## src/pkg/sbsc_map.svh

```systemverilog
// Constant map for the stepper bridge switch control block.
// Assumes a 250 MHz pclk and an APB slave with 32-bit aligned words.
`ifndef SBSC_MAP_SVH
`define SBSC_MAP_SVH
`define SBSC_CLK_MHZ 250
`define SBSC_DEAD_NS 300
`define SBSC_DEAD_CYC ((`SBSC_DEAD_NS * `SBSC_CLK_MHZ + 999) / 1000)
`define SBSC_OFF_CTRL 12'h000
`define SBSC_OFF_STAT 12'h004
`define SBSC_OFF_IRQ 12'h008
`define SBSC_OFF_MASK 12'h00c
`define SBSC_OFF_PHASE 12'h010
`define SBSC_CTRL_RST 32'h0000_0000
`define SBSC_CTRL_DIR_A 0
`define SBSC_CTRL_DIR_B 1
`define SBSC_CTRL_MA 2
`define SBSC_CTRL_MB 4
`define SBSC_IRQ_STEP 0
`define SBSC_IRQ_TRIP 1
`define SBSC_IRQ_CHOP 2
`define SBSC_IRQ_W 3
`endif

```

## src/pkg/sbsc_pkg.sv

```systemverilog
// Types shared by the stepper bridge switch control block.
// Assumes sbsc_map.svh supplies the numeric constants.
`default_nettype none
package sbsc_pkg;
  typedef enum logic [1:0] {
    SBSC_CHARGE = 2'b00,
    SBSC_SLOW = 2'b01,
    SBSC_FAST = 2'b10,
    SBSC_OFF = 2'b11
  } sbsc_mode_t;
  typedef enum logic [1:0] {
    SBSC_RUN = 2'b00,
    SBSC_DEAD = 2'b01,
    SBSC_HALT = 2'b10
  } sbsc_dt_state_t;
endpackage : sbsc_pkg
`default_nettype wire

```

## src/core/sbsc_top.sv

```systemverilog
// Stepper bridge switch control: pin inputs, step counter, chopping, two bridges, APB.
// Assumes pins are asynchronous to pclk and pass a three-stage synchroniser.
// Operation
// - forward current patterns for charge, slow, fast.
// - reverse current patterns for charge, slow, fast.
// - dead time between every pattern change.
// - decay uses active switches, not diodes.
// - disable forces all four switches off.
// - reset high: steps advance; enable gates outputs.
// - enable low: outputs off, counter still steps.
// - reset low: steps ignored, initial state held.
// - thermal trip switches all outputs off.
// - step in charge also resets chopping counter.
// - step resets counter at next oscillator edge.
// - reset low flags initial state; resume after.
// - enable gates output stage only.
// - open-drain protect low during thermal trip.
//
// Our own choices: the APB register port and the register addresses.
`include "sbsc_map.svh"
`default_nettype none
module sbsc_top
  import sbsc_pkg::*;
#(
  parameter int PHASE_W = 3,
  parameter int CHOP_W = 4,
  parameter int DEAD_CYC = `SBSC_DEAD_CYC
) (
  input wire logic pclk,
  input wire logic presetn,
  input wire logic psel,
  input wire logic penable,
  input wire logic pwrite,
  input wire logic [11:0] paddr,
  input wire logic [31:0] pwdata,
  output logic [31:0] prdata,
  output logic pready,
  output logic pslverr,
  input wire logic step_clock,
  input wire logic reset_n_pin,
  input wire logic enable_pin,
  input wire logic chopping_oscillator,
  input wire logic thermal_trip,
  output logic [3:0] bridge_a,
  output logic [3:0] bridge_b,
  output logic initial_state_flag_o,
  output logic initial_state_flag_oe_n,
  output logic protect_o,
  output logic protect_oe_n,
  output logic irq
);
  // Three-stage synchronisers; stage 1 feeds only stage 2.
  logic [4:0] s1, s2, s3;
  logic [4:0] next_s1, next_s2, next_s3;
  logic [4:0] stable;
  logic [4:0] next_stable;
  logic stable_q_step, stable_q_osc, stable_q_trip;
  logic next_stable_q_step, next_stable_q_osc, next_stable_q_trip;
  always_comb begin
    next_s1 = {thermal_trip, chopping_oscillator, enable_pin, reset_n_pin, step_clock};
    next_s2 = s1;
    next_s3 = s2;
    next_stable = stable;
    for (int i = 0; i < 5; i++) begin
      if (s2[i] == s3[i]) next_stable[i] = s2[i];
    end
    next_stable_q_step = stable[0];
    next_stable_q_osc = stable[3];
    next_stable_q_trip = stable[4];
  end
  always_ff @(posedge pclk or negedge presetn) begin
    if (!presetn) begin
      s1 <= 5'h00;
      s2 <= 5'h00;
      s3 <= 5'h00;
      stable <= 5'h00;
      stable_q_step <= 1'b0;
      stable_q_osc <= 1'b0;
      stable_q_trip <= 1'b0;
    end else begin
      s1 <= next_s1;
      s2 <= next_s2;
      s3 <= next_s3;
      stable <= next_stable;
      stable_q_step <= next_stable_q_step;
      stable_q_osc <= next_stable_q_osc;
      stable_q_trip <= next_stable_q_trip;
    end
  end
  logic run_n, en, trip, step_rise, osc_rise;
  assign run_n = stable[1];
  assign en = stable[2];
  assign trip = stable[4];
  assign step_rise = stable[0] && !stable_q_step;
  assign osc_rise = stable[3] && !stable_q_osc;

  // Software registers.
  logic [31:0] ctrl, next_ctrl;
  logic [`SBSC_IRQ_W-1:0] irq_stat, next_irq_stat, irq_mask, next_irq_mask;
  logic apb_wr, apb_rd;
  logic [31:0] next_prdata;
  assign pready = 1'b1;
  assign apb_wr = psel && penable && pwrite;
  assign apb_rd = psel && penable && !pwrite;
  // Read data is loaded in the setup cycle so it already stands when the access is sampled.
  logic rd_setup;
  assign rd_setup = psel && !penable && !pwrite;

  // Excitation phase counter and chopping state.
  logic [PHASE_W-1:0] phase, next_phase;
  logic [CHOP_W-1:0] chop_cnt, next_chop_cnt;
  logic chop_pend, next_chop_pend;
  logic at_init, next_at_init;
  logic chop_wrap;
  sbsc_mode_t mode_a, mode_b;
  logic chop_ev;

  always_comb begin
    next_phase = phase;
    next_at_init = at_init;
    next_chop_pend = chop_pend;
    next_chop_cnt = chop_cnt;
    chop_wrap = 1'b0;
    if (!run_n) begin
      next_phase = '0;
      next_at_init = 1'b1;
      next_chop_pend = 1'b0;
    end else if (step_rise) begin
      // Advances regardless of enable so outputs resume in step.
      next_phase = phase + 1'b1;
      next_at_init = 1'b0;
      next_chop_pend = 1'b1;
    end
    if (osc_rise) begin
      if (chop_pend || !run_n) begin
        next_chop_cnt = '0;
        if (run_n && !step_rise) next_chop_pend = 1'b0;
      end else begin
        next_chop_cnt = chop_cnt + 1'b1;
        chop_wrap = (chop_cnt == '1);
      end
    end
  end
  always_ff @(posedge pclk or negedge presetn) begin
    if (!presetn) begin
      phase <= '0;
      at_init <= 1'b1;
      chop_pend <= 1'b0;
      chop_cnt <= '0;
    end else begin
      phase <= next_phase;
      at_init <= next_at_init;
      chop_pend <= next_chop_pend;
      chop_cnt <= next_chop_cnt;
    end
  end

  // Decay mode per phase: charge briefly after counter reset, then the programmed mode.
  function automatic sbsc_mode_t pick_mode(input logic [1:0] sel, input logic [CHOP_W-1:0] c);
    if (c == '0) pick_mode = SBSC_CHARGE;
    else if (sel == 2'b01) pick_mode = SBSC_SLOW;
    else if (sel == 2'b10) pick_mode = SBSC_FAST;
    else pick_mode = SBSC_CHARGE;
  endfunction : pick_mode
  assign mode_a = pick_mode(ctrl[`SBSC_CTRL_MA +: 2], chop_cnt);
  assign mode_b = pick_mode(ctrl[`SBSC_CTRL_MB +: 2], chop_cnt);

  logic force_off;
  assign force_off = trip || !en;
  logic rev_a, rev_b;
  assign rev_a = ctrl[`SBSC_CTRL_DIR_A] ^ phase[PHASE_W-1];
  assign rev_b = ctrl[`SBSC_CTRL_DIR_B] ^ (phase[PHASE_W-1] ^ phase[PHASE_W-2]);

  sbsc_bridge #(.DEAD_CYC(DEAD_CYC)) u_bridge_a (
    .pclk(pclk),
    .presetn(presetn),
    .mode(mode_a),
    .reverse(rev_a),
    .force_off(force_off),
    .upper_switch_left(bridge_a[3]),
    .upper_switch_right(bridge_a[2]),
    .lower_switch_left(bridge_a[1]),
    .lower_switch_right(bridge_a[0]),
    .in_dead()
  );
  sbsc_bridge #(.DEAD_CYC(DEAD_CYC)) u_bridge_b (
    .pclk(pclk),
    .presetn(presetn),
    .mode(mode_b),
    .reverse(rev_b),
    .force_off(force_off),
    .upper_switch_left(bridge_b[3]),
    .upper_switch_right(bridge_b[2]),
    .lower_switch_left(bridge_b[1]),
    .lower_switch_right(bridge_b[0]),
    .in_dead()
  );

  // Open-drain pins: thermal trip pulls protect low; the initial state pulls the flag low.
  assign protect_o = 1'b0;
  assign protect_oe_n = !trip;
  assign initial_state_flag_o = 1'b0;
  assign initial_state_flag_oe_n = !at_init;

  // Register bus and sticky events; a set in the clearing cycle survives.
  logic [`SBSC_IRQ_W-1:0] ev;
  assign chop_ev = chop_wrap;
  assign ev = {chop_ev, trip && !stable_q_trip, step_rise && run_n};
  logic [`SBSC_IRQ_W-1:0] reported;
  assign reported = prdata[`SBSC_IRQ_W-1:0];
  always_comb begin
    next_ctrl = ctrl;
    next_irq_mask = irq_mask;
    next_irq_stat = irq_stat;
    next_prdata = prdata;
    if (apb_wr && paddr == `SBSC_OFF_CTRL) next_ctrl = pwdata;
    if (apb_wr && paddr == `SBSC_OFF_MASK) next_irq_mask = pwdata[`SBSC_IRQ_W-1:0];
    // Clearing only what was reported keeps an event that lands between setup and access.
    if (apb_rd && paddr == `SBSC_OFF_IRQ) begin
      next_irq_stat = irq_stat & ~reported;
    end
    if (rd_setup) begin
      case (paddr)
        `SBSC_OFF_CTRL: next_prdata = ctrl;
        `SBSC_OFF_STAT: next_prdata = {26'h0, at_init, trip, en, run_n, force_off, chop_pend};
        `SBSC_OFF_IRQ: next_prdata = {29'h0, irq_stat};
        `SBSC_OFF_MASK: next_prdata = {29'h0, irq_mask};
        `SBSC_OFF_PHASE: next_prdata = 32'(phase);
        default: next_prdata = 32'h0000_0000;
      endcase
    end
    next_irq_stat = next_irq_stat | ev;
  end
  always_ff @(posedge pclk or negedge presetn) begin
    if (!presetn) begin
      ctrl <= `SBSC_CTRL_RST;
      irq_mask <= '0;
      irq_stat <= '0;
      prdata <= 32'h0000_0000;
    end else begin
      ctrl <= next_ctrl;
      irq_mask <= next_irq_mask;
      irq_stat <= next_irq_stat;
      prdata <= next_prdata;
    end
  end
  assign pslverr = 1'b0;
  assign irq = |(irq_stat & irq_mask);

  // Checks on what this level drives; each bridge carries its own switch checks.
  a_trip_off: assert property (@(posedge pclk) disable iff (!presetn)
    trip |-> ##2 (bridge_a == 4'h0 && bridge_b == 4'h0))
    else $error("bridges on during thermal trip");
  a_enable_gate: assert property (@(posedge pclk) disable iff (!presetn)
    !en |-> ##2 (bridge_a == 4'h0 && bridge_b == 4'h0))
    else $error("bridges on while disabled");
  a_step_advance: assert property (@(posedge pclk) disable iff (!presetn)
    (run_n && step_rise) |=> phase == $past(phase) + 1'b1)
    else $error("step did not advance phase");
  a_reset_hold: assert property (@(posedge pclk) disable iff (!presetn)
    !run_n |=> (phase == '0 && at_init))
    else $error("phase moved while reset low");
  a_protect_pin: assert property (@(posedge pclk) disable iff (!presetn)
    protect_oe_n == !trip)
    else $error("protect pin disagrees with trip");
  a_chop_restart: assert property (@(posedge pclk) disable iff (!presetn)
    (chop_pend && osc_rise) |=> chop_cnt == '0)
    else $error("chopping counter not restarted");
  a_charge_restart: assert property (@(posedge pclk) disable iff (!presetn)
    (chop_pend && osc_rise) |=> (mode_a == SBSC_CHARGE && mode_b == SBSC_CHARGE))
    else $error("no charge after chopping restart");
  a_step_pending: assert property (@(posedge pclk) disable iff (!presetn)
    (run_n && step_rise) |=> chop_pend)
    else $error("step did not arm chopping restart");
  a_enable_step: assert property (@(posedge pclk) disable iff (!presetn)
    (!en && run_n && step_rise) |=> phase == $past(phase) + 1'b1)
    else $error("phase stopped while disabled");
  a_disable_next: assert property (@(posedge pclk) disable iff (!presetn)
    !en |=> (bridge_a == 4'h0 && bridge_b == 4'h0))
    else $error("switches on one cycle after disable");
  a_trip_next: assert property (@(posedge pclk) disable iff (!presetn)
    trip |=> (bridge_a == 4'h0 && bridge_b == 4'h0))
    else $error("switches on one cycle after trip");
  a_flag_low: assert property (@(posedge pclk) disable iff (!presetn)
    !run_n |=> !initial_state_flag_oe_n)
    else $error("initial flag not pulled low in reset");
  a_flag_release: assert property (@(posedge pclk) disable iff (!presetn)
    (run_n && step_rise) |=> initial_state_flag_oe_n)
    else $error("initial flag still low after a step");
  a_init_phase: assert property (@(posedge pclk) disable iff (!presetn)
    (at_init && run_n && step_rise) |=> (phase == PHASE_W'(1) && !at_init))
    else $error("first step did not leave the initial state");
  a_read_ready: assert property (@(posedge pclk) disable iff (!presetn)
    (rd_setup && paddr == `SBSC_OFF_PHASE) |=> prdata == 32'($past(phase)))
    else $error("read data not ready for the access phase");
  a_irq_sticky: assert property (@(posedge pclk) disable iff (!presetn)
    (ev != '0) |=> (irq_stat & $past(ev)) == $past(ev))
    else $error("event lost from status");
  a_irq_clear: assert property (@(posedge pclk) disable iff (!presetn)
    (apb_rd && paddr == `SBSC_OFF_IRQ && ev == '0) |=> (irq_stat & $past(reported)) == '0)
    else $error("reported status bits not cleared by read");
endmodule : sbsc_top
`default_nettype wire

```

## src/core/sbsc_bridge.sv

```systemverilog
// One H-bridge: maps mode and direction to four switch gates with dead time.
// Assumes mode, direction and force_off are synchronous to pclk.
`include "sbsc_map.svh"
`default_nettype none
module sbsc_bridge
  import sbsc_pkg::*;
#(
  parameter int DEAD_CYC = `SBSC_DEAD_CYC
) (
  input wire logic pclk,
  input wire logic presetn,
  input wire sbsc_mode_t mode,
  input wire logic reverse,
  input wire logic force_off,
  output logic upper_switch_left,
  output logic upper_switch_right,
  output logic lower_switch_left,
  output logic lower_switch_right,
  output logic in_dead
);
  // Gate order is {upper_left, upper_right, lower_left, lower_right}.
  function automatic logic [3:0] gate_pattern(input sbsc_mode_t m, input logic rev);
    case (m)
      SBSC_CHARGE: gate_pattern = rev ? 4'h6 : 4'h9;
      SBSC_SLOW: gate_pattern = 4'h3;
      SBSC_FAST: gate_pattern = rev ? 4'h9 : 4'h6;
      default: gate_pattern = 4'h0;
    endcase
  endfunction : gate_pattern

  logic [3:0] gates;
  logic [3:0] next_gates;
  logic [3:0] cur_pat;
  logic [3:0] next_cur_pat;
  logic [7:0] cnt;
  logic [7:0] next_cnt;
  sbsc_dt_state_t st;
  sbsc_dt_state_t next_st;
  logic [3:0] want;

  always_comb begin
    want = gate_pattern(mode, reverse);
    next_gates = gates;
    next_cur_pat = cur_pat;
    next_cnt = cnt;
    next_st = st;
    case (st)
      SBSC_RUN: begin
        if (force_off) begin
          next_gates = 4'h0;
          next_cur_pat = 4'h0;
          next_st = SBSC_HALT;
        end else if (want != cur_pat) begin
          // Break before make: every switch opens before the new pattern closes.
          next_gates = 4'h0;
          next_cnt = 8'(DEAD_CYC - 1);
          next_st = SBSC_DEAD;
        end
      end
      SBSC_DEAD: begin
        next_gates = 4'h0;
        if (force_off) begin
          next_cur_pat = 4'h0;
          next_st = SBSC_HALT;
        end else if (cnt == 8'h00) begin
          next_gates = want;
          next_cur_pat = want;
          next_st = SBSC_RUN;
        end else begin
          next_cnt = cnt - 8'h01;
        end
      end
      SBSC_HALT: begin
        next_gates = 4'h0;
        if (!force_off) begin
          next_cnt = 8'(DEAD_CYC - 1);
          next_st = SBSC_DEAD;
        end
      end
      default: begin
        next_gates = 4'h0;
        next_st = SBSC_HALT;
      end
    endcase
  end

  always_ff @(posedge pclk or negedge presetn) begin
    if (!presetn) begin
      gates <= 4'h0;
      cur_pat <= 4'h0;
      cnt <= 8'h00;
      st <= SBSC_HALT;
    end else begin
      gates <= next_gates;
      cur_pat <= next_cur_pat;
      cnt <= next_cnt;
      st <= next_st;
    end
  end

  assign upper_switch_left = gates[3];
  assign upper_switch_right = gates[2];
  assign lower_switch_left = gates[1];
  assign lower_switch_right = gates[0];
  assign in_dead = (st == SBSC_DEAD);

  a_no_shoot_through: assert property (@(posedge pclk) disable iff (!presetn)
    !(gates[3] && gates[1]) && !(gates[2] && gates[0]))
    else $error("upper and lower switch of one leg both on");
  a_dead_gap: assert property (@(posedge pclk) disable iff (!presetn)
    (gates != 4'h0 && $changed(gates)) |-> $past(gates) == 4'h0)
    else $error("pattern changed without an all-off gap");
  a_off_forced: assert property (@(posedge pclk) disable iff (!presetn)
    force_off |=> gates == 4'h0)
    else $error("switches on while forced off");
endmodule : sbsc_bridge
`default_nettype wire

```

## config.mk

```make
export PLATFORM = sky130hd
export DESIGN_NAME = sbsc_top
export DESIGN_NICKNAME = d
export VERILOG_FILES = /design/src/pkg/sbsc_pkg.sv /design/src/core/sbsc_top.sv /design/src/core/sbsc_bridge.sv
export VERILOG_INCLUDE_DIRS = /design/src /design/src/pkg
export SDC_FILE = /design/constraint.sdc
export NUM_CORES = 1
export LEC_CHECK = 0
export ABC_AREA = 1
export BUFFER_PORTS_ARGS = -buffer_cell sky130_fd_sc_hd__buf_2
export CORE_MARGIN = 8
export CORE_UTILIZATION = 40
export CTS_CLUSTER_DIAMETER = 60
export DETAILED_ROUTE_END_ITERATION = 10
export HOLD_SLACK_MARGIN = 0.1
export PLACE_DENSITY_LB_ADDON = 0.12
export SLEW_MARGIN = 20
export SYNTH_ARGS = -nofsm -noshare
export SYNTH_HDL_FRONTEND = slang
export SYNTH_SLANG_ARGS = --single-unit
```

## constraint.sdc

```tcl
create_clock -name pclk -period 4.31 [get_ports pclk]
set_clock_uncertainty 0.1 [all_clocks]
set_input_delay 0.2155 -clock pclk [delete_from_list [all_inputs] [get_ports pclk]]
set_output_delay 0.2155 -clock pclk [all_outputs]
set_load 0.02 [all_outputs]
```

==> results.txt <==
Residual DRC = 0
I/O pins = 101
Pwr/cell area = 421.3 nW/µm²
Final core utilization = 50.96%
Antenna cells = 0
Crit Reg-Reg Endpoint = u_bridge_a.cur_pat[3]
Hold depth = 4
Syn_area_per_cell = 9.183 µm²
FF-to-FF Start = u_bridge_a.st[0]
Dpl cell area = 7033 µm²
Worst path slowest cell = nand2_1
Maximum root-to-sink buffer count = 2
Dpl hpwl = 10560 µm
Fin crit period = 2.362 ns
Hold Startpoint = penable
WP buf/inv = 3
FF-to-FF path depth = 6
Total GRT Usage = 15.29%
CTS Buf Count = 17
DIE AREA = 20250 µm²
Post-synth top flop = dfrtp_1
Fin area = 8008 µm²
Layout Area Growth over Synthesis = 25.47%
Critical Path, Cell by Cell = buf_2 > nor2_1 > nand2_1 > nor2_2 > nand2_2 > inv_2 > nand2_1 > buf_4 > mux2_1
Worst path top cell family by delay = simple AND/OR/NAND/NOR gates
Data arrival, critical path = 2.55 ns
Drt total wl = 14720 µm
Highest Clock Rate = 423.4 MHz
# clock sinks = 138
Setup repair after global routing missed its margin = false
Worst Tran Pin Value = 1.008 ns
Antenna-violating nets left = 0
Gp weighted congestion = 0.8095
Worst path max stage delay = 0.44 ns
Static Leak = 3.992 nW
Clock Power Share = 42.7%
Total of warnings raised by yosys = 0
1st-pass router iterations = 5
Row Count = 46
Worst hold path type = in2reg
Slew HR = 32.75%
CTS tree = yes
Internal = 0.002427 W
Netlist cell types = 38
Yosys top cell by area = dfrtp_1
Share of layout cells above drive strength 1 = 23.90%
Final setup fails = 0
DR WL/cell = 13.93 µm
Switch share = 28.07%
DR vias/cell = 4.762
Critical path type = in2reg
Vias in the first global route = 5064
Core footprint = 15710 µm²
Clock-pin slew on the worst setup and hold paths = 0.06 ns
Initial antenna violation count = 0
Hold WS = 0.09979 ns
Hold worst-path end = prdata[21]
Largest net degree at the start of global routing = 53
Worst setup SP type = input port
Synth Cell Area = 6382 µm²
Sequential share of the synthesized area = 54.17%
Critical Path Sink Type = register
Setup Fix Bufs, Post-CTS = 0
Starting Density = 40.62%
I/O Buffers = 96
Final Non-Filler Cells = 1057
Seq cells post-synth = 138
CTS H-tree depth = 4
Die H = 142.3 µm
Post-CTS sizing = 0
Setup slack, reg-to-reg = 2.21 ns
Worst Path Max Fanout = 32
MaxCap Viol Count = 0
Post-route clock period utilization = 54.80%
Switch Pwr = 0.0009469 W
DR iter-0 viols = 300
Area contributors post-synth = dfrtp_1 (53%), nand2_1 (11%), o21ai_0 (4.2%)
Final #Nets = 887
Vias = 5033
Die W = 142.3 µm
Worst skew pair latency = 0.42 ns
Pins Over Slew Limit = 0
EDFF count, synth = 0
Hold Fails Final Rpt = 0
Combinational share of power = 15.2%
Share of synthesized registers carrying an async set or reset = 100.0%
Sequential power share = 42.1%
Post-synthesis cell count = 695
Required @ worst endpoint = 4.50 ns
Outcome = completed
Worst vdd ir = 0.2680 mV
First-pass GRT wire length = 24730 µm
CP dominant cell by count = nand2_1
Clk root buf = clkbuf_16
Total gr overflow = 0
Placed cell count = 987
Cts hold-fix bufs = 38
Setup TNS = 0 ns
Share of the synthesized area in the top cell type = 52.93%
==> cell usage in the layout (no fill, tap or decap), types with 8 or more instances in the layout <==
cell type	netlist	final
buf_2	2	95
mux2_1	8	8
o21ai_0	54	54
nand4_1	13	13
nand2_1	179	179
dfrtp_1	135	135
dlygate4sd3_1	0	38
mux2_2	18	18
nor2_1	50	50
a21oi_1	10	10
nand2_2	18	18
o22ai_1	8	8
nand3_1	42	42
clkbuf_16	0	17
inv_1	62	62
==> logic make-up (layout without fill, tap and decap cells) <==
group	after synthesis	in the layout	share of synthesized area, %
AOI/OAI and AO/OA	78	78	6.587
xor gates and xnor gates	12	12	1.647
adders and majority gates	10	10	1.764
buffers and inverters	92	236	6.273
DFF	138	138	54.17
muxes	26	26	4.587
other	2	4	0.1177
and+or+nand+nor	337	337	24.86
==> registers in the layout (all words and copies together) (netlist names), 2 cells and up <==
register / cells
next_s3: 5
chop_cnt: 4
ctrl: 32
u_bridge_b.gates: 4
next_s2: 5
u_bridge_b.st: 2
irq_stat: 3
irq_mask: 3
u_bridge_a.gates: 4
u_bridge_a.cnt: 8
u_bridge_b.cur_pat: 4
u_bridge_a.cur_pat: 4
s3: 5
prdata: 32
stable: 5
u_bridge_b.cnt: 8
phase: 3
u_bridge_a.st: 2
==> per-layer routing <==
layer | up-vias | part of all wire (%) | GRT usage (%) | wire [µm]
li1 | 2498 | - | - | -
met1 | 2391 | 46 | 19.36 | 6790
met2 | 121 | 46 | 23.91 | 6781
met3 | 23 | 5.8 | 5.065 | 855
met4 | 0 | 2.0 | 5.537 | 296
met5 | - | 0 | 0 | 0
==> worst min-delay path, cell delays in order <==
cell and delay [ns]:
buf_2 0.11, nor3_4 0.10, nand2_1 0.07, o21ai_0 0.07
==> synthesized netlist by cell type, types with 7 or more instances <==
| cell type | instances |
|---|---|
| buf_4 | 12 |
| mux2_1 | 8 |
| o21ai_0 | 54 |
| nand2_1 | 179 |
| nor2_1 | 50 |
| inv_1 | 62 |
| dfrtp_1 | 135 |
| nand4_1 | 13 |
| nand2_2 | 18 |
| a21oi_1 | 10 |
| nand3_1 | 42 |
| o22ai_1 | 8 |
| xor2_1 | 7 |
| nand2_4 | 7 |
| clkbuf_1 | 12 |
| nor3_1 | 8 |
| mux2_2 | 18 |
==> area by class of cell <==
| type | count | area (µm²) |
|---|---|---|
| Fill cell | 1482 | 7705 |
| Timing Repair Buffer | 139 | 904.6 |
| Clock inverter | 13 | 145.1 |
| Inverter | 65 | 244.0 |
| Sequential cell | 138 | 3457 |
| Clock buffer | 19 | 442.9 |
| Tap cell | 216 | 270.3 |
| Multi-Input combinational cell | 467 | 2544 |
==> worst max path at each step <==
stage           startpoint                  end  slack [ns]  cells past startpoint
6_report          paddr[9]             ctrl[26]        1.95                      9
5_1_grt           paddr[9]             ctrl[31]        1.74                      9
3_3_place_gp      paddr[9]             ctrl[31]        1.55                      9
4_1_cts           paddr[9]             ctrl[26]        1.93                      9
3_5_place_dp      paddr[9]             ctrl[31]        1.50                      9
2_1_floorplan  chop_cnt[0]  u_bridge_a.gates[0]        2.51                     13
==> metrics by stage <==
step / worst slack (ns) / total power (W)
after CTS: 1.931 / 0.003415
after floorplan: 2.507 / 0.001788
after detailed placement: 1.497 / 0.001932
after global routing: 1.742 / 0.003550
final: 1.948 / 0.003374
after global placement: 1.550 / 0.001923
==> power groups by stage <==
stage               Sequential (W)  Combinational (W)  Clock (W)
finish                     0.00142           0.000513    0.00144
global route               0.00143           0.000587    0.00153
CTS                        0.00142           0.000521    0.00147
detailed placement         0.00144           0.000492          0
global placement           0.00144           0.000484          0
floorplan                  0.00143           0.000354          0
Note: power is estimated with default switching activity, not from simulation.
